==> config.mk <==
export PLATFORM = sky130hd
export DESIGN_NAME = disk_controller
export DESIGN_NICKNAME = d
export VERILOG_FILES = /design/src/hw/disk_ctrl_pkg.sv /design/src/hw/disk_controller.sv /design/src/hw/sync2.sv
export SDC_FILE = /design/constraint.sdc
export NUM_CORES = 1
export LEC_CHECK = 0
export BUFFER_PORTS_ARGS = -buffer_cell sky130_fd_sc_hd__buf_2
export CELL_PAD_IN_SITES_DETAIL_PLACEMENT = 0
export CELL_PAD_IN_SITES_GLOBAL_PLACEMENT = 1
export CORE_UTILIZATION = 45
export CTS_BUF_LIST = sky130_fd_sc_hd__clkbuf_4
export DETAILED_ROUTE_END_ITERATION = 7
export PLACE_DENSITY = 0.89
export SYNTH_ARGS = -nofsm -noshare
export SYNTH_HDL_FRONTEND = slang
export SYNTH_SLANG_ARGS = --single-unit
==> constraint.sdc <==
create_clock -name pclk -period 2.66 [get_ports pclk]
set_input_delay 0.532 -clock pclk [delete_from_list [all_inputs] [get_ports pclk]]
set_output_delay 0.532 -clock pclk [all_outputs]
set_load 0.05 [all_outputs]
==> src/hw/disk_ctrl_pkg.sv <==
// shared constants and types of the disk controller command/status block
package disk_ctrl_pkg;

  // apb register byte offsets
  localparam logic [7:0] ADDR_COMMAND = 8'h00;
  localparam logic [7:0] ADDR_PARAM = 8'h04;
  localparam logic [7:0] ADDR_CONDITION = 8'h08;
  localparam logic [7:0] ADDR_MEM_ADDR = 8'h0C;
  localparam logic [7:0] ADDR_WORD_COUNT = 8'h10;
  localparam logic [7:0] ADDR_IRQ_STATUS = 8'h14;
  localparam logic [7:0] ADDR_IRQ_MASK = 8'h18;
  localparam logic [7:0] ADDR_WRITE_DATA = 8'h1C;
  localparam logic [7:0] ADDR_READ_DATA = 8'h20;
  localparam logic [7:0] ADDR_STATE = 8'h24;

  // command field positions
  localparam int CMD_OP_LSB = 0;
  localparam int CMD_DRIVE_LSB = 4;
  localparam int CMD_CYL_LSB = 8;

  // condition flag positions
  localparam int FLAG_DONE = 0;
  localparam int FLAG_MALFUNCTION = 1;
  localparam int FLAG_NOT_READY = 2;
  localparam int FLAG_SEEK_CHANGE = 3;
  localparam int FLAG_PROGRAM_ERR = 4;
  localparam int FLAG_ADDRESS_ERR = 5;
  localparam int FLAG_DATA_ERR = 6;
  localparam int FLAG_OVERRUN = 7;

  // interrupt status bit positions
  localparam int IRQ_COMPLETE = 0;
  localparam int IRQ_ABORT = 1;
  localparam int IRQ_SEEK_DONE = 2;

  localparam logic [7:0] FLAGS_RESET = 8'h00;
  localparam logic [2:0] IRQ_MASK_RESET = 3'h0;
  localparam logic [15:0] WORD_RESET = 16'h0000;

  // serial link: 16-bit word, one bit per bit strobe
  localparam int WORD_BITS = 16;

  typedef enum logic [2:0] {
    OP_CONDITION_QUERY,
    OP_SEEK,
    OP_WRITE,
    OP_READ,
    OP_VERIFY,
    OP_FORMAT,
    OP_RSVD6,
    OP_RSVD7
  } opcode_e;

  typedef enum {
    ST_IDLE,
    ST_SEEK,
    ST_XFER,
    ST_FINISH
  } ctrl_state_e;

  typedef struct packed {
    logic req;
    logic wr;
    logic [15:0] addr;
    logic [15:0] wdata;
  } dma_req_s;

  typedef struct packed {
    logic ack;
    logic [15:0] rdata;
  } dma_rsp_s;

endpackage : disk_ctrl_pkg

==> src/hw/disk_controller.sv <==
// command decode, condition flags, dma channel and serial data of the disk controller
// Functional notes
// RULE1: the host reaches the block only by command transfers, the interrupt and dma cycles.
// RULE2: six commands are decoded (query, seek, write, read, verify, format) and acted on.
// RULE3: an interrupt is raised on command completion, on abort and on seek finish.
// RULE4: after an interrupt the host issues a condition query to learn the cause.
// RULE5: the condition query returns eight flags from done through data overrun.
// RULE6: per word the address counts up, the word count down, and the block ends at zero.
// RULE7: the serial bit stream is followed without loss and a lost word reports overrun.
// RULE8: one of up to four daisy-chained drives is selected.
// RULE9: data words and command parameters move by dma cycles. Here the parameter word is written over apb to ADDR_PARAM instead.
// RULE10: the command is latched and the next write word is buffered ahead of need.
// RULE11: flags stay set until a condition query, which also clears the interrupt request.
//
// Register access over APB and the address map are this design's own decisions.
`timescale 1ns/1ps
`default_nettype none
module disk_controller
  import disk_ctrl_pkg::*;
  #(parameter int NUM_DRIVES = 4)
  (
  input wire logic pclk, // clock, 200 MHz
  input wire logic presetn, // async reset, active low
  input wire logic psel, // apb select
  input wire logic penable, // apb enable
  input wire logic pwrite, // apb direction
  input wire logic [7:0] paddr, // apb byte address
  input wire logic [31:0] pwdata, // apb write data
  output logic [31:0] prdata, // apb read data
  output logic pready, // apb ready
  output logic pslverr, // apb error
  output logic irq, // interrupt, level
  output dma_req_s dma_req, // dma request
  input wire dma_rsp_s dma_rsp, // dma answer
  output logic [NUM_DRIVES-1:0] drive_select, // drive select lines
  output logic drive_seek, // seek strobe to drive
  output logic [7:0] drive_cylinder, // seek cylinder
  output logic drive_write_gate, // write enable to drive
  output logic drive_write_bit, // serial write data
  input wire logic drive_ready, // selected drive ready, pin
  input wire logic drive_seek_done, // seek complete, pin
  input wire logic drive_fault, // drive fault, pin
  input wire logic drive_bit_strobe, // bit clock pulse level, pin
  input wire logic drive_read_bit // serial read data, pin
  );

  ////////////////////////////////////////////////////////////////////////////
  // pin synchronisers
  logic [4:0] pins_sync;
  logic ready_s, seek_done_s, fault_s, strobe_s, rbit_s;
  logic strobe_d, seek_done_d;
  logic bit_tick, seek_rise;

  sync2 #(.WIDTH(5)) u_sync
  (
    .pclk(pclk),
    .presetn(presetn),
    .async_in({drive_ready, drive_seek_done, drive_fault, drive_bit_strobe, drive_read_bit}),
    .sync_out(pins_sync)
  );

  assign {ready_s, seek_done_s, fault_s, strobe_s, rbit_s} = pins_sync;

  always_ff @(posedge pclk or negedge presetn)
  begin
    if (!presetn)
    begin
      strobe_d <= 1'b0;
      seek_done_d <= 1'b0;
    end
    else
    begin
      strobe_d <= strobe_s;
      seek_done_d <= seek_done_s;
    end
  end

  assign bit_tick = strobe_s & ~strobe_d;
  assign seek_rise = seek_done_s & ~seek_done_d;

  ////////////////////////////////////////////////////////////////////////////
  // apb decode
  logic apb_wr, apb_rd, addr_ok;
  logic [31:0] next_prdata;

  assign apb_wr = psel & penable & pwrite & pready;
  assign apb_rd = psel & penable & ~pwrite & pready;

  ctrl_state_e state;
  logic [15:0] cmd_latch;
  logic [15:0] param;
  logic [7:0] flags;
  logic [2:0] irq_status;
  logic [2:0] irq_mask;
  logic [15:0] mem_addr;
  logic [15:0] word_count;
  logic [15:0] wbuf;
  logic wbuf_full;
  logic [15:0] rd_word;
  logic [15:0] shifter;
  logic [4:0] bit_cnt;
  logic shifter_full;
  logic cmd_go, query_go;
  opcode_e op;

  assign op = opcode_e'(cmd_latch[CMD_OP_LSB +: 3]);

  // RULE1 commands only by bus transfer
  assign cmd_go = apb_wr && paddr == ADDR_COMMAND && state == ST_IDLE;
  // RULE4 query read by the host
  assign query_go = apb_rd && paddr == ADDR_CONDITION;

  always_comb
  begin
    addr_ok = 1'b1;
    next_prdata = 32'h0000_0000;
    case (paddr)
      ADDR_COMMAND: next_prdata = {16'h0000, cmd_latch};
      ADDR_PARAM: next_prdata = {16'h0000, param};
      // RULE5 eight condition flags
      ADDR_CONDITION: next_prdata = {24'h000000, flags};
      ADDR_MEM_ADDR: next_prdata = {16'h0000, mem_addr};
      ADDR_WORD_COUNT: next_prdata = {16'h0000, word_count};
      ADDR_IRQ_STATUS: next_prdata = {29'h0000000, irq_status};
      ADDR_IRQ_MASK: next_prdata = {29'h0000000, irq_mask};
      ADDR_WRITE_DATA: next_prdata = {16'h0000, wbuf};
      ADDR_READ_DATA: next_prdata = {16'h0000, rd_word};
      ADDR_STATE: next_prdata = {30'h00000000, state == ST_IDLE ? 2'h0 :
                                 state == ST_SEEK ? 2'h1 : state == ST_XFER ? 2'h2 : 2'h3};
      default: addr_ok = 1'b0;
    endcase
  end

  // no wait state: pready raised by the setup cycle, high in the first access cycle
  always_ff @(posedge pclk or negedge presetn)
  begin
    if (!presetn)
    begin
      pready <= 1'b0;
      prdata <= 32'h0000_0000;
      pslverr <= 1'b0;
    end
    else
    begin
      pready <= psel & ~penable;
      if (psel && !penable)
      begin
        prdata <= next_prdata;
        pslverr <= ~addr_ok;
      end
      else if (pready)
        pslverr <= 1'b0;
    end
  end

  ////////////////////////////////////////////////////////////////////////////
  // command latch and parameters
  always_ff @(posedge pclk or negedge presetn)
  begin
    if (!presetn)
    begin
      cmd_latch <= WORD_RESET;
      param <= WORD_RESET;
      irq_mask <= IRQ_MASK_RESET;
    end
    else
    begin
      // RULE10 command latched
      if (cmd_go)
        cmd_latch <= pwdata[15:0];
      // RULE9 parameter written by apb transfer here, not by a dma cycle
      if (apb_wr && paddr == ADDR_PARAM)
        param <= pwdata[15:0];
      if (apb_wr && paddr == ADDR_IRQ_MASK)
        irq_mask <= pwdata[2:0];
    end
  end

  ////////////////////////////////////////////////////////////////////////////
  // sequencer
  logic ev_complete, ev_abort;
  logic xfer_word_done;
  logic overrun_ev;
  logic is_write_op;

  assign is_write_op = (op == OP_WRITE) || (op == OP_FORMAT);

  always_ff @(posedge pclk or negedge presetn)
  begin
    if (!presetn)
      state <= ST_IDLE;
    else
    begin
      case (state)
        ST_IDLE:
          if (cmd_go)
            state <= ST_FINISH;
        ST_SEEK:
          if (seek_rise || fault_s)
            state <= ST_IDLE;
        ST_XFER:
          // at zero count, write ops end only once the last buffered word has left the shifter
          if ((word_count == WORD_RESET && (!is_write_op || (!wbuf_full && bit_cnt == 5'd0)))
              || overrun_ev || fault_s)
            state <= ST_FINISH;
        ST_FINISH:
          // a finished or cut transfer never restarts
          if (from_xfer)
            state <= ST_IDLE;
          else
          begin
            // RULE2 dispatch on the latched opcode
            case (op)
              OP_SEEK: state <= (ready_s && !fault_s) ? ST_SEEK : ST_IDLE;
              OP_WRITE, OP_READ, OP_VERIFY, OP_FORMAT:
                state <= (ready_s && !fault_s && word_count != WORD_RESET && bit_cnt == 5'd0)
                         ? ST_XFER : ST_IDLE;
              default: state <= ST_IDLE;
            endcase
          end
        default: state <= ST_IDLE;
      endcase
    end
  end

  // finish state entered from transfer marks end of block
  logic from_xfer;
  always_ff @(posedge pclk or negedge presetn)
  begin
    if (!presetn)
      from_xfer <= 1'b0;
    else
      from_xfer <= (state == ST_XFER);
  end

  // RULE3 completion and abort events
  assign ev_complete = (state == ST_FINISH && from_xfer && flags[FLAG_OVERRUN] == 1'b0
                        && !fault_s)
                       || (state == ST_FINISH && !from_xfer && op == OP_CONDITION_QUERY);
  assign ev_abort = (state == ST_FINISH && !from_xfer && op != OP_CONDITION_QUERY
                     && (!ready_s || fault_s || op == OP_RSVD6 || op == OP_RSVD7))
                    || (state == ST_FINISH && from_xfer && (flags[FLAG_OVERRUN] || fault_s));

  ////////////////////////////////////////////////////////////////////////////
  // drive selection and seek
  always_ff @(posedge pclk or negedge presetn)
  begin
    if (!presetn)
    begin
      drive_select <= '0;
      drive_seek <= 1'b0;
      drive_cylinder <= 8'h00;
    end
    else
    begin
      // RULE8 one of four drives
      if (cmd_go)
        drive_select <= NUM_DRIVES'(1) << pwdata[CMD_DRIVE_LSB +: 2];
      drive_seek <= state == ST_FINISH && !from_xfer && op == OP_SEEK && ready_s;
      if (cmd_go)
        drive_cylinder <= pwdata[CMD_CYL_LSB +: 8];
    end
  end

  ////////////////////////////////////////////////////////////////////////////
  // dma channel and serial data
  logic dma_busy;
  assign xfer_word_done = dma_rsp.ack & dma_busy;

  always_ff @(posedge pclk or negedge presetn)
  begin
    if (!presetn)
    begin
      mem_addr <= WORD_RESET;
      word_count <= WORD_RESET;
      dma_req <= '0;
      dma_busy <= 1'b0;
      wbuf <= WORD_RESET;
      wbuf_full <= 1'b0;
      rd_word <= WORD_RESET;
    end
    else
    begin
      if (state == ST_IDLE && apb_wr && paddr == ADDR_MEM_ADDR)
        mem_addr <= pwdata[15:0];
      if (state == ST_IDLE && apb_wr && paddr == ADDR_WORD_COUNT)
        word_count <= pwdata[15:0];
      if (xfer_word_done)
      begin
        dma_busy <= 1'b0;
        dma_req.req <= 1'b0;
        // RULE6 address up, count down
        mem_addr <= mem_addr + 16'h0001;
        word_count <= word_count - 16'h0001;
        // RULE10 next write word buffered
        if (!dma_req.wr)
        begin
          wbuf <= dma_rsp.rdata;
          wbuf_full <= 1'b1;
        end
      end
      else if (!dma_busy && state == ST_XFER && word_count != WORD_RESET)
      begin
        // RULE9 data by dma cycles
        if (is_write_op && !wbuf_full)
        begin
          dma_req <= '{req: 1'b1, wr: 1'b0, addr: mem_addr, wdata: WORD_RESET};
          dma_busy <= 1'b1;
        end
        else if (!is_write_op && shifter_full)
        begin
          dma_req <= '{req: 1'b1, wr: (op == OP_READ), addr: mem_addr, wdata: shifter};
          dma_busy <= 1'b1;
          rd_word <= shifter;
        end
      end
      if (state == ST_XFER && is_write_op && bit_tick && bit_cnt == 5'd0 && wbuf_full)
        wbuf_full <= 1'b0;
      if (state == ST_IDLE)
        wbuf_full <= 1'b0;
    end
  end

  // RULE7 bit shifter follows the stream
  always_ff @(posedge pclk or negedge presetn)
  begin
    if (!presetn)
    begin
      shifter <= WORD_RESET;
      bit_cnt <= 5'd0;
      shifter_full <= 1'b0;
      drive_write_gate <= 1'b0;
      drive_write_bit <= 1'b0;
    end
    else
    begin
      drive_write_gate <= state == ST_XFER && is_write_op;
      if (state != ST_XFER)
      begin
        bit_cnt <= 5'd0;
        shifter_full <= 1'b0;
      end
      else if (bit_tick)
      begin
        if (is_write_op)
        begin
          if (bit_cnt == 5'd0)
            shifter <= wbuf;
          else
            shifter <= {1'b0, shifter[15:1]};
          drive_write_bit <= (bit_cnt == 5'd0) ? wbuf[0] : shifter[1];
        end
        else
          shifter <= {rbit_s, shifter[15:1]};
        bit_cnt <= (bit_cnt == 5'(WORD_BITS - 1)) ? 5'd0 : bit_cnt + 5'd1;
        if (!is_write_op && bit_cnt == 5'(WORD_BITS - 1))
          shifter_full <= 1'b1;
      end
      else if (xfer_word_done && !is_write_op)
        shifter_full <= 1'b0;
    end
  end

  // word lost when a new word starts while the last is still unserved
  assign overrun_ev = state == ST_XFER && bit_tick && bit_cnt == 5'd0 &&
                      (is_write_op ? (!wbuf_full && word_count != WORD_RESET) : shifter_full);

  ////////////////////////////////////////////////////////////////////////////
  // condition flags and interrupt
  logic [7:0] flag_set;
  logic [2:0] irq_set;
  logic verify_miss;

  assign verify_miss = xfer_word_done && op == OP_VERIFY && dma_rsp.rdata != shifter;

  always_comb
  begin
    flag_set = 8'h00;
    flag_set[FLAG_DONE] = ev_complete;
    flag_set[FLAG_MALFUNCTION] = fault_s && state != ST_IDLE;
    flag_set[FLAG_NOT_READY] = state == ST_FINISH && !from_xfer && !ready_s
                               && op != OP_CONDITION_QUERY;
    flag_set[FLAG_SEEK_CHANGE] = seek_rise;
    flag_set[FLAG_PROGRAM_ERR] = state == ST_FINISH && !from_xfer
                                 && (op == OP_RSVD6 || op == OP_RSVD7);
    flag_set[FLAG_ADDRESS_ERR] = xfer_word_done && mem_addr == 16'hFFFF && word_count != 16'h0001;
    flag_set[FLAG_DATA_ERR] = verify_miss;
    flag_set[FLAG_OVERRUN] = overrun_ev;
    irq_set = {seek_rise, ev_abort, ev_complete};
  end

  // RULE11 flags held until query, set wins
  always_ff @(posedge pclk or negedge presetn)
  begin
    if (!presetn)
      flags <= FLAGS_RESET;
    else if (query_go)
      flags <= flag_set;
    else
      flags <= flags | flag_set;
  end

  // RULE3 sticky interrupt causes
  always_ff @(posedge pclk or negedge presetn)
  begin
    if (!presetn)
    begin
      irq_status <= 3'h0;
      irq <= 1'b0;
    end
    else
    begin
      // RULE11 query clears request
      if (query_go)
        irq_status <= irq_set;
      else if (apb_wr && paddr == ADDR_IRQ_STATUS)
        irq_status <= (irq_status & ~pwdata[2:0]) | irq_set;
      else
        irq_status <= irq_status | irq_set;
      irq <= |(irq_status & irq_mask);
    end
  end

endmodule : disk_controller
`default_nettype wire

==> src/hw/sync2.sv <==
// two-flop synchroniser for a vector of pin inputs
`timescale 1ns/1ps
`default_nettype none
module sync2
  #(parameter int WIDTH = 1)
  (
  input wire logic pclk, // clock
  input wire logic presetn, // async reset, active low
  input wire logic [WIDTH-1:0] async_in, // pins
  output logic [WIDTH-1:0] sync_out // synchronised
  );

  logic [WIDTH-1:0] meta;

  always_ff @(posedge pclk or negedge presetn)
  begin
    if (!presetn)
    begin
      meta <= '0;
      sync_out <= '0;
    end
    else
    begin
      meta <= async_in;
      sync_out <= meta;
    end
  end

endmodule : sync2
`default_nettype wire

Word-level counts from Yosys, hierarchy flattened
Cells that the tools add are included.
{ "op_classes": {"n_eq_ne": 32, "n_addsub": 3, "reduce_logical": 96, "n_mux": 45, "n_bitwise": 25, "shifts": 1} }
{ "ops": {"columns": ["cell", "n"], "rows": [
  ["one-hot mux 16 bit (10 select lines)", 1],
  ["one-hot mux 32 bit (4 select lines)", 1],
  ["2-to-1 mux 34 bit", 3],
  ["equality test 32 x 2 -> 1 bit (second input constant)", 3],
  ["2-to-1 mux 16 bit", 6],
  ["2-to-1 mux 32 bit", 3],
  ["equality test 32 x 3 -> 1 bit (second input constant)", 2],
  ["logical NOT 32 bit", 2],
  ["logical AND 1 bit", 47],
  ["equality test 32 x 1 -> 1 bit (second input constant)", 1],
  ["equality test 8 x 5 -> 1 bit (second input constant)", 4],
  ["!= test 32 x 3 -> 1 bit (second input constant)", 1],
  ["nonzero test 32 bit", 1],
  ["2-to-1 mux 1 bit", 20],
  ["adder 16 x 1 -> 16 bit (second input constant)", 1],
  ["equality test 16 bit (second input constant)", 1],
  ["equality test 8 x 4 -> 1 bit (second input constant)", 2],
  ["equality test 8 x 6 -> 1 bit (second input constant)", 2],
  ["logical NOT 16 bit", 1],
  ["!= test 16 x 1 -> 1 bit (second input constant)", 1],
  ["!= test 16 bit", 1],
  ["nonzero test 16 bit", 1],
  ["subtractor 16 x 1 -> 16 bit (second input constant)", 1],
  ["2-to-1 mux 5 bit", 3],
  ["other kinds (32)", 93]
]} }
{ "word_totals": {"regBits": 263} }

Depth between registers and ports, before layout
Gate-level depths: netlist (run 1).
{ "depth": {"depth_word": 9, "mapped_depth": 9, "depth_no_buf": 7} }

Cells and area by module
A second synthesis (run 1) with hierarchy kept.
{ "unflattened": {"cells_unflattened": 985, "hier_area_um2": 10233.6} }
{ "modules_own_cells": {"columns": ["mod", "cells_each", "area_per_inst_um2", "instances", "seq_area_each_um2"], "rows": [
  ["disk_controller", 975, 9983.3, 1, 4979.8],
  ["sync2", 10, 250.2, 1, 250.2]
]} }

Worst setup path after synthesis (run 1)
No wires, ideal clock.
{ "synth_timing": {"path_type": "input port to flip-flop", "start": "in paddr[2]", "end": "reg word_count[5]", "arrival_ps": 2014, "required_ps": 2536, "slack_ps": 522, "setup_time_ps": 124, "path_stages": 7, "cell_sequence": "clkbuf_1 > nor4_2 > and2_1 > and3_1 > buf_2 > nor2_1 > a211o_1"} }
{ "synth_via": {"elab_chain_cells": 3} }
{ "synth_rtl": {"columns": ["element", "line_no", "text"], "rows": [
  ["start, declared", "disk_controller.sv:27", "input wire logic [7:0] paddr,"],
  ["equality test 8 x 5 -> 1 bit", "disk_controller.sv:286", "if (state == ST_IDLE && apb_wr && paddr == ADDR_WORD_COUNT)"],
  ["logical AND 1 bit", "disk_controller.sv:286", null],
  ["nonzero test 2 bit (no line)", null, null],
  ["end signal, assigned", "disk_controller.sv:287", "word_count <= pwdata[15:0];"],
  ["end signal, assigned", "disk_controller.sv:294", "word_count <= word_count - 16'h0001;"],
  ["end, declared", "disk_controller.sv:96", "logic [15:0] word_count;"]
]} }
No other way between the ends.
A chain may end at the register's enable or synchronous reset.

Worst setup path after layout (run 1)
{ "layout_timing": {"start": "reg word_count[0]", "end": "reg dma_req[16] (netlist bit)"} }
{ "layout_via": {"elab_chain_cells": 3} }
{ "layout_rtl": {"columns": ["element", "line_no", "text"], "rows": [
  ["nonzero test 16 bit", "disk_controller.sv:302", "else if (!dma_busy && state == ST_XFER && word_count != WORD_RESET)"],
  ["logical AND 1 bit", "disk_controller.sv:302", null],
  ["AND reduction 3 bit (no line)", null, null],
  ["end signal, assigned", "disk_controller.sv:307", "dma_req <= '{req: 1'b1, wr: 1'b0, addr: mem_addr, wdata: WORD_RESET};"],
  ["end signal, assigned", "disk_controller.sv:312", "dma_req <= '{req: 1'b1, wr: (op == OP_READ), addr: mem_addr, wdata: shifter};"],
  ["end, declared", "disk_controller.sv:33", "output dma_req_s dma_req,"]
]} }
No other way between the ends.

==> impl_metrics.env, run 1 <==
export IMPL_setup_worst_path_end_class="flip-flop"
export IMPL_synth_top_area_share_pct=51.5
export IMPL_violations="design-rule violations"
export IMPL_gr_usage_all_layers_pct=24.9
export IMPL_yosysWarnings=0
export IMPL_power_leakage_nw=5.87
export IMPL_cellPowerDensity_mw_per_mm2=571
export IMPL_cts_htree_levels=2
export IMPL_tightest_slew_ps=738
export IMPL_viasPerCell=5.72
export IMPL_antenna_found_initial=1
export IMPL_firstDrtPassIters=7
export IMPL_fin_ws_ps=366
export IMPL_postRouteWirelength_mm=28.2
export IMPL_rsz0062_at_grt="false"
export IMPL_cp_arrival_ps=2810
export IMPL_finalHoldViolations=0
export IMPL_pwr_share_comb_pct=8.1
export IMPL_clkTransAtPathRegs_ps=70
export IMPL_fin_crit_sh_pct=86.2
export IMPL_nNetsFinal=1180
export IMPL_clock_latency_ps=680
export IMPL_initial_utilization_pct=46.2
export IMPL_place_worst_setup_slack_ps=388
export IMPL_ys_flop_type="dfrtp_1"
export IMPL_rows=54
export IMPL_die_w_um=152
export IMPL_vdd_ir_drop_max_v=0.000261
export IMPL_vias=8178
export IMPL_grt_pass1_vias=8024
export IMPL_clock_sinks=209
export IMPL_grt_overflow=0
export IMPL_post_cts_setup_buffers=0
export IMPL_p_int_w=0.00497
export IMPL_drive_gt1_share_pct=29.1
export IMPL_hold_path_class="primary input to flip-flop"
export IMPL_fin_crit_ps=2290
export IMPL_ys_types=76
export IMPL_grt_pass1_wl_mm=45.2
export IMPL_slew_headroom_pct=50.4
export IMPL_syn_area_mm2=0.0101
export IMPL_fillCellCount=1921
export IMPL_p_switching_w=0.00183
export IMPL_io_pin_count=151
export IMPL_cap_violations=0
export IMPL_setup_viol=0
export IMPL_place_hpwl_mm=20.5
export IMPL_dieArea_mm2=0.0232
export IMPL_p_sw_share_pct=26.9
export IMPL_power_frac_seq_pct=50.1
export IMPL_grt_start_max_net_pins=76
export IMPL_gp_congestion=0.942
export IMPL_fin_tns_setup_ps=0
export IMPL_cts_buffer_depth=3
export IMPL_worstPathRequired_ps=3180
export IMPL_port_buffers=118
export IMPL_cts_tree="done"
export IMPL_fmax_mhz=436
export IMPL_core_area_mm2=0.0220
export IMPL_synth_edf_count=0
export IMPL_syn_to_final_growth_pct=17.4
export IMPL_cts_root_buf="clkbuf_4"
export IMPL_start_kind="flip-flop"
export IMPL_drt_initial_drc_count=555
export IMPL_report_final_slew_viol_count=0
export IMPL_clock_power_share_pct=41.8
export IMPL_synth_avg_cell_area_um2=10.8
export IMPL_syn_instance_count=940
export IMPL_ant_nets=0
export IMPL_synth_seq_cells=209
export IMPL_ys_seq_area_share_pct=51.5
export IMPL_drc_errors=12
export IMPL_yosys_top_cells_area="dfrtp_1 52%, mux2_2 8.0%, mux2i_1 4.5%, nand2_1 3.0%, a22o_1 2.5%"
export IMPL_critical_path_class="flip-flop to flip-flop"
export IMPL_yosysTopAreaCell="dfrtp_1"
export IMPL_wire_per_inst_um=19.7
export IMPL_path_max_fanout=23
export IMPL_cts_buffers=56
export IMPL_status="complete, but fails checks"
export IMPL_async_flop_share_pct=100
export IMPL_die_h_um=152
export IMPL_skew_ps=46.3
==> cells in the final DEF (no fill, tap or decap), types with 4 or more instances in the layout <==
cell and instances:
clkbuf_4 82, and2_1 5, a22o_1 29, or3_1 4
mux2_1 13, nor4_1 8, a211oi_1 9, nand4_1 13
inv_1 15, ha_1 6, nor3_1 20, and3_1 12
nand2b_1 5, buf_12 4, xnor2_1 16, mux2i_1 46
o21ai_1 4, clkinv_1 13, dfrtp_1 209, conb_1 16
a31oi_1 6, a21oi_1 45, buf_2 117, o211ai_1 6
a22oi_1 9, mux2_2 72, a31o_2 4, dlygate4sd3_1 6
nand3_1 29, nor2_1 63, o22ai_1 13, buf_4 37
nand2_1 81, o21ai_0 45, nor2b_1 10
==> synthesized netlist by cell type (3+ instances only) <==
| library cell | n |
|---|---|
| nor4_1 | 8 |
| a22o_1 | 29 |
| nand2b_1 | 5 |
| xnor2_1 | 16 |
| a31oi_1 | 6 |
| a211oi_1 | 9 |
| inv_1 | 15 |
| o21ai_1 | 4 |
| nor3_1 | 20 |
| a21o_1 | 3 |
| nand3b_1 | 3 |
| nor2b_1 | 10 |
| o221a_2 | 3 |
| nand4_1 | 13 |
| nand2_1 | 81 |
| o22ai_1 | 13 |
| o21ai_0 | 45 |
| clkbuf_1 | 29 |
| or3_1 | 4 |
| mux2_2 | 72 |
| dfrtp_1 | 209 |
| a21oi_1 | 45 |
| a22oi_1 | 9 |
| mux2i_1 | 46 |
| mux2_1 | 13 |
| and2_1 | 5 |
| o31ai_1 | 3 |
| nand3_1 | 29 |
| buf_4 | 25 |
| nor2_1 | 64 |
| ha_1 | 6 |
| a41oi_1 | 3 |
| a32oi_1 | 3 |
| and3_1 | 12 |
| a21boi_0 | 3 |
| a311oi_1 | 3 |
| a31o_2 | 4 |
| o211ai_1 | 6 |
| buf_2 | 15 |
==> logic make-up after synthesis <==
kind of cell    after synthesis  share of synthesized area, %
mux                         132                          14.2
flops                       209                          51.5
fa+ha+maj                     6                         0.740
simple gates                277                          13.7
compound gates              211                          14.0
xor+xnor                     18                          1.55
other cells                   1                        0.0370
buf+inv                      86                          4.29
==> flip-flops by register name (all words and copies together) (netlist names), 2 cells and up <==
register and count:
irq_mask 3, state 2, flags 8, u_sync.sync_out 5, rd_word 16, u_sync.meta 5
param 16, dma_req 34, irq_status 3, wbuf 16, word_count 16, bit_cnt 5
cmd_latch 16, mem_addr 16, prdata 16, shifter 16, drive_select 4
==> worst paths after layout <==
kind	startpoint	to	slack [ps]	cells past startpoint
setup / recovery	word_count[0]	dma_req[16]	370	7
hold / removal	dma_rsp[5]	wbuf[5]	130	2
hold reg to reg	u_sync.meta[2]	u_sync.sync_out[2]	350	0
min in group asynchronous	presetn	irq	470	2
max in group asynchronous	presetn	prdata[11]	1440	3
setup reg to reg	word_count[0]	dma_req[16]	370	7
==> per-stage QoR <==
step	cell area [um^2]	utilization (%)	hold WS [ps]	power, W	instances
floorplan	10200	-	236	0.00374	955
global placement	11100	50.7	334	0.00399	1323
detailed placement	11100	50.7	335	0.00401	1323
CTS	11900	54.2	81.8	0.00687	1428
global route	11900	54.3	94.8	0.00711	1429
finish	11900	54.3	130	0.00680	1429
==> critical path: stages (launching register included) <==
cell,delay [ps]
dfrtp_1,450
inv_1,70
ha_1,230
nor3b_1,160
a41o_1,330
a2111o_1,420
buf_12,190
mux2_1,310
==> power groups by stage <==
stage | sequential (W) | clock [W] | combinational [W]
CTS | 0.00340 | 0.00291 | 0.000555
floorplan | 0.00344 | 0 | 0.000307
finish | 0.00341 | 0.00284 | 0.000552
detailed placement | 0.00346 | 0 | 0.000546
global route | 0.00342 | 0.00309 | 0.000603
global placement | 0.00346 | 0 | 0.000537
==> layer usage <==
layer  global-route usage (%)  vias to the layer above  part of all wire (%)
li1                         -                     3766                     -
met1                     35.5                     4074                    46
met2                     37.8                      291                    45
met3                     5.03                       47                   6.3
met5                        0                        -                     0
met4                     8.36                        0                   2.1
==> cell type report <==
cell class / count / area, um^2 / area share, %
inverters: 15 / 56.3 / 0.473
clock buffers: 82 / 616 / 5.17
clock inverters: 17 / 92.6 / 0.777
diodes: 1 / 2.50 / 0.0210
repair buffers: 165 / 1020 / 8.54
well taps: 280 / 350 / 2.94
multi-input cells: 660 / 4550 / 38.2
flip-flops and latches: 209 / 5230 / 43.9
==> what timing repair did <==
action | CTS | global route
endpoints found under the hold margin | 74 | 0
setup endpoints to repair | 0 | 0
gates resized for setup | 0 | 0
hold buffers | 6 | 0
Power figures use the tool's default switching activity.
==> run 2: changes to the inputs <==
--- a/config.mk
+++ b/config.mk
@@ -6,12 +6,13 @@
 export NUM_CORES = 1
 export LEC_CHECK = 0
 export BUFFER_PORTS_ARGS = -buffer_cell sky130_fd_sc_hd__buf_2
+export CAP_MARGIN = 20
 export CELL_PAD_IN_SITES_DETAIL_PLACEMENT = 0
 export CELL_PAD_IN_SITES_GLOBAL_PLACEMENT = 1
-export CORE_UTILIZATION = 45
+export CORE_UTILIZATION = 35
 export CTS_BUF_LIST = sky130_fd_sc_hd__clkbuf_4
 export DETAILED_ROUTE_END_ITERATION = 7
-export PLACE_DENSITY = 0.89
+export PLACE_DENSITY = 0.74
 export SYNTH_ARGS = -nofsm -noshare
 export SYNTH_HDL_FRONTEND = slang
 export SYNTH_SLANG_ARGS = --single-unit
==> run 2 against run 1 <==
The flow now finishes without violations. Clock-buffer cell count grew 2. Design area up 1.3%. Worst setup slack got worse by 35 ps. Fmax decreased by 1.5%. Critical endpoint is now word_count[5]. Sequential cell count stayed put. Sequential share of layout area down 0.57 points. Clock skew up 28 ps. Clock power increased by 3%. Via count is 1.3% lower. Largest cell class unchanged. Register-to-register slack lost 40 ps. First-iteration DRC count grew 29%. Utilization is 11 points lower.
==> impl_metrics.env, run 2 (same netlist as run 1, synthesis figures left out) <==
export IMPL_cts_buffers=58
export IMPL_cts_tree="done"
export IMPL_grt_use_met2_pct=32.1
export IMPL_stdcell_area_mm2=0.0121
export IMPL_critical_path_class="flip-flop to flip-flop"
export IMPL_syn_to_final_growth_pct=18.9
export IMPL_grt_pass1_wl_mm=46.6
export IMPL_drt_initial_drc_count=716
export IMPL_cts_htree_levels=2
export IMPL_rsz0062_at_grt="false"
export IMPL_power_leakage_nw=5.89
export IMPL_slew_headroom_pct=42.0
export IMPL_cellPowerDensity_mw_per_mm2=572
export IMPL_grtUsageMet3_pct=3.98
export IMPL_worst_hold_path_num_cells=2
export IMPL_vias=8074
export IMPL_gp_congestion=0.911
export IMPL_core_area_mm2=0.0282
export IMPL_regArea_mm2=0.00523
export IMPL_hold_end="wbuf[3]"
export IMPL_viasPerCell=5.29
export IMPL_path_max_fanout=10
export IMPL_grt_use_met1_pct=29.2
export IMPL_ff2ff_setup_slack_ps=330
export IMPL_fin_tns_setup_ps=0
export IMPL_worstReg2RegEnd="word_count[5]"
export IMPL_io_pin_count=151
export IMPL_die_w_um=172
export IMPL_fmax_mhz=429
export IMPL_worstPathRequired_ps=3200
export IMPL_firstDrtPassIters=8
export IMPL_hold_path_class="primary input to flip-flop"
export IMPL_setup_viol=0
export IMPL_largest_register_ffs=34
export IMPL_placed_area_mm2=0.0113
export IMPL_cts_resized=0
export IMPL_clock_sinks=209
export IMPL_postRouteWirelength_mm=29.7
export IMPL_antenna_found_initial=1
export IMPL_r2r_cells=6
export IMPL_gr_usage_all_layers_pct=20.7
export IMPL_skew_ps=74.1
export IMPL_top_register="dma_req"
export IMPL_wire_per_inst_um=19.4
export IMPL_setup_worst_path_end_class="flip-flop"
export IMPL_drc_errors=0
export IMPL_grt_busiest_layer="met2"
export IMPL_fillCellCount=2775
export IMPL_reg2reg_from="state[1]"
export IMPL_clkTransAtPathRegs_ps=60
export IMPL_cts_buffer_depth=3
export IMPL_fin_ws_ps=331
export IMPL_nNetsFinal=1186
export IMPL_place_hpwl_mm=22.0
export IMPL_place_worst_setup_slack_ps=374
export IMPL_finalHoldViolations=0
export IMPL_grt_start_max_net_pins=60
export IMPL_ant_nets=0
export IMPL_tightest_slew_ps=868
export IMPL_fin_crit_sh_pct=87.5
export IMPL_clock_latency_ps=720
export IMPL_grt_pass1_vias=8095
export IMPL_die_h_um=172
export IMPL_hold_start="dma_rsp[3]"
export IMPL_cap_violations=0
export IMPL_multi_input_area_mm2=0.00455
export IMPL_layout_common_cells="209 x dfrtp_1, 117 x buf_2, 84 x clkbuf_4"
export IMPL_rows=61
export IMPL_dieArea_mm2=0.0297
export IMPL_report_final_slew_viol_count=0
export IMPL_initial_utilization_pct=36.0
export IMPL_post_cts_setup_buffers=0
export IMPL_status="finished clean"
export IMPL_fin_crit_ps=2330
export IMPL_grt_overflow=0
export IMPL_start_kind="flip-flop"
export IMPL_mostFrequentLayoutCell="dfrtp_1"
export IMPL_port_buffers=118
export IMPL_vdd_ir_drop_max_v=0.000309
export IMPL_cts_root_buf="clkbuf_4"
export IMPL_drive_gt1_share_pct=29.5
export IMPL_cp_arrival_ps=2870
## run 2: changes by cell type in the layout (fill, tap and decap cells not counted), sizes merged
| cell | before | now |
|---|---|---|
| inv | 16 | 15 |
| clkbuf | 83 | 85 |
| buf | 158 | 162 |
| clkinv | 15 | 9 |
| bufinv | 1 | 2 |
## run 2: area by class of cell
cell class / instances / area share (%)
Antenna cell: 1 / 0.0207
Clock buffer: 84 / 5.22
Clock inverter: 11 / 0.788
Inverter: 15 / 0.466
Multi-Input combinational cell: 660 / 37.7
Sequential cell: 209 / 43.3
Tap cell: 378 / 3.92
Timing Repair Buffer: 169 / 8.57
## run 2: timing repair
item                                    4_1_cts  5_1_grt
hold endpoints to repair                     60        0
hold buffers                                  6        0
endpoints found under the setup margin        0        0
## run 2: how the worst max path moves through the flow
stage | cells after the start | slack [ps] | start | endpoint
after floorplan | 7 | 520 | paddr[2] | word_count[5]
after global placement | 6 | 370 | paddr[3] | mem_addr[3]
after detailed placement | 6 | 370 | paddr[4] | prdata[10]
after CTS | 7 | 340 | word_count[0] | dma_req[17]
after global routing | 7 | 240 | word_count[0] | dma_req[17]
final | 6 | 330 | state[1] | word_count[5]
## run 2: through the flow
step	hold WS, ps	power (W)	utilization, %	cells
floorplan	236	0.00374	-	955
finish	82.8	0.00690	42.9	1527
CTS	53.8	0.00698	42.8	1526
detailed placement	335	0.00402	40.1	1425
global placement	336	0.00401	40.1	1425
global route	49.3	0.00724	42.9	1527
## run 2: power breakdown
part | total, W | internal (W) | switching (W)
sequential | 0.00340 | 0.00327 | 0.000129
clock | 0.00293 | 0.00161 | 0.00132
combinational | 0.000563 | 0.000199 | 0.000365
total | 0.00690 | 0.00509 | 0.00181
## run 2: worst max-delay path, cell delays in order (launching register included)
cell     delay [ps]
dfrtp_1         410
buf_4           180
or2_2           320
nor2_2          460
and3_1          430
nor2_1           90
a211o_1         260
## run 2: layer usage
metal / up-vias / wire [um]
li1: 3783 / -
met1: 3949 / 14000
met2: 295 / 13500
met3: 47 / 1740
met4: 0 / 507
met5: - / 0
==> run 3: changes to the inputs <==
--- a/config.mk
+++ b/config.mk
@@ -9,10 +9,10 @@
 export CAP_MARGIN = 20
 export CELL_PAD_IN_SITES_DETAIL_PLACEMENT = 0
 export CELL_PAD_IN_SITES_GLOBAL_PLACEMENT = 1
-export CORE_UTILIZATION = 35
+export CORE_UTILIZATION = 40
 export CTS_BUF_LIST = sky130_fd_sc_hd__clkbuf_4
 export DETAILED_ROUTE_END_ITERATION = 7
-export PLACE_DENSITY = 0.74
+export PLACE_DENSITY = 0.81
 export SYNTH_ARGS = -nofsm -noshare
 export SYNTH_HDL_FRONTEND = slang
 export SYNTH_SLANG_ARGS = --single-unit
==> run 3 against run 2 <==
Fmax increased by 0.63%. Utilization increased by 5.7 points. Critical path type unchanged. Clock skew decreased by 23 ps.
==> impl_metrics.env, run 3 (same netlist as run 1, synthesis figures left out) <==
export IMPL_die_h_um=161
export IMPL_initial_utilization_pct=41.2
export IMPL_drt_initial_drc_count=686
export IMPL_cts_htree_levels=2
export IMPL_port_buffers=118
export IMPL_rsz0062_at_grt="false"
export IMPL_cellPowerDensity_mw_per_mm2=559
export IMPL_path_max_fanout=23
export IMPL_clkTransAtPathRegs_ps=70
export IMPL_place_hpwl_mm=21.4
export IMPL_cts_buffers=57
export IMPL_grt_pass1_wl_mm=46.1
export IMPL_cts_tree="done"
export IMPL_skew_ps=51.3
export IMPL_postRouteWirelength_mm=29.3
export IMPL_largest_register_ffs=34
export IMPL_crit_path_top_delay_cell="a2111o_1"
export IMPL_die_w_um=161
export IMPL_antenna_found_initial=1
export IMPL_fin_tns_setup_ps=0
export IMPL_core_area_mm2=0.0246
export IMPL_path_buf_inv=2
export IMPL_syn_to_final_growth_pct=17.7
export IMPL_placed_area_mm2=0.0112
export IMPL_fin_crit_ps=2310
export IMPL_worstPathRequired_ps=3190
export IMPL_vias=8163
export IMPL_slowest_delay_ps=460
export IMPL_hold_path_class="primary input to flip-flop"
export IMPL_status="finished clean"
export IMPL_fin_crit_sh_pct=87.0
export IMPL_tightest_slew_ps=824
export IMPL_grt_overflow=0
export IMPL_wire_per_inst_um=19.9
export IMPL_dieArea_mm2=0.0260
export IMPL_critical_path_class="flip-flop to flip-flop"
export IMPL_firstDrtPassIters=5
export IMPL_finalHoldViolations=0
export IMPL_rows=57
export IMPL_grt_use_met2_pct=35.4
export IMPL_cts_resized=0
export IMPL_crit_family="compound AO/OA/AOI/OAI gates"
export IMPL_layout_common_cells="209 x dfrtp_1, 117 x buf_2, 82 x clkbuf_4"
export IMPL_power_leakage_nw=5.87
export IMPL_setup_viol=0
export IMPL_stdcell_area_mm2=0.0119
export IMPL_nNetsFinal=1186
export IMPL_fmax_mhz=432
export IMPL_slew_headroom_pct=45.0
export IMPL_grt_busiest_layer="met2"
export IMPL_cts_root_buf="clkbuf_4"
export IMPL_drive_gt1_share_pct=29.4
export IMPL_grtUsageMet3_pct=5.34
export IMPL_report_final_slew_viol_count=0
export IMPL_cp_cell_sequence="inv_1 -> ha_1 -> nor3b_1 -> a41o_1 -> a2111o_1 -> buf_12 -> mux2_1"
export IMPL_gr_usage_all_layers_pct=23.0
export IMPL_clock_sinks=209
export IMPL_dp_cells=1372
export IMPL_mostFrequentLayoutCell="dfrtp_1"
export IMPL_cp_arrival_ps=2840
export IMPL_fillCellCount=2317
export IMPL_cap_violations=0
export IMPL_top_register="dma_req"
export IMPL_gp_congestion=0.916
export IMPL_grt_pass1_vias=8020
export IMPL_cts_buffer_depth=3
export IMPL_clock_latency_ps=690
export IMPL_grt_use_met1_pct=32.0
export IMPL_instances_no_fill=1470
export IMPL_ant_nets=0
export IMPL_grt_start_max_net_pins=72
export IMPL_setup_worst_path_end_class="flip-flop"
export IMPL_drc_errors=0
export IMPL_fin_util_pct=48.6
export IMPL_io_pin_count=151
export IMPL_viasPerCell=5.55
export IMPL_vdd_ir_drop_max_v=0.000254
export IMPL_start_kind="flip-flop"
-- run 3: cell count changes in the layout (fill, tap and decap cells not counted) --
cell       previous run  this run
buf_12                3         4
bufinv_16             2         0
clkbuf_4             84        82
clkinv_1              8         7
clkinv_2              1         0
inv_2                 0         2
-- run 3: final cells by class --
| cell class | count | area (um^2) | area share, % |
|---|---|---|---|
| Clock buffer | 82 | 616 | 5.15 |
| Tap cell | 324 | 405 | 3.39 |
| Timing Repair Buffer | 170 | 1050 | 8.83 |
| Clock inverter | 9 | 33.8 | 0.283 |
| Inverter | 15 | 56.3 | 0.471 |
| Sequential cell | 209 | 5230 | 43.8 |
| Multi-Input combinational cell | 660 | 4550 | 38.1 |
| Antenna cell | 1 | 2.50 | 0.0209 |
-- run 3: worst paths after layout --
path	start	end	slack [ps]	cells after the start
worst min-delay path	dma_rsp[10]	wbuf[10]	120	2
worst max register to register	word_count[0]	dma_req[17]	350	7
max in group asynchronous	presetn	shifter[2]	1460	3
worst max-delay path	word_count[0]	dma_req[17]	350	7
worst min register to register	u_sync.meta[3]	u_sync.sync_out[3]	340	0
min in group asynchronous	presetn	word_count[5]	470	2
-- run 3: power by group --
part	internal (W)	leakage (nW)	switching, W
sequential	0.00327	2.75	0.000136
clock	0.00139	0.397	0.00132
combinational	0.000197	2.72	0.000357
-- run 3: per-layer routing --
layer / up-vias / share of wire, % / routed length (um)
li1: 3779 / - / -
met1: 4013 / 45 / 13200
met2: 321 / 45 / 13300
met3: 50 / 7.4 / 2160
met4: 0 / 2.2 / 650
met5: - / 0 / 0
-- run 3: what timing repair did --
action | 4_1_cts | 5_1_grt
endpoints found under the setup margin | 0 | 0
setup buffers | 0 | 0
hold endpoints to repair | 69 | 0
hold buffers | 6 | 0
-- run 3: worst reg2reg max path, stage by stage, from the launching register on --
cell      delay [ps]
dfrtp_1          440
inv_1             70
ha_1             220
nor3b_1          150
a41o_1           330
a2111o_1         460
buf_12           210
mux2_1           330
-- run 3: through the flow --
stage | setup slack (ps) | total power [W] | hold slack (ps)
floorplan | 522 | 0.00374 | 236
global placement | 174 | 0.00400 | 335
detailed placement | 121 | 0.00401 | 335
CTS | 360 | 0.00675 | 67.2
global route | 280 | 0.00699 | 77.7
finish | 346 | 0.00667 | 120
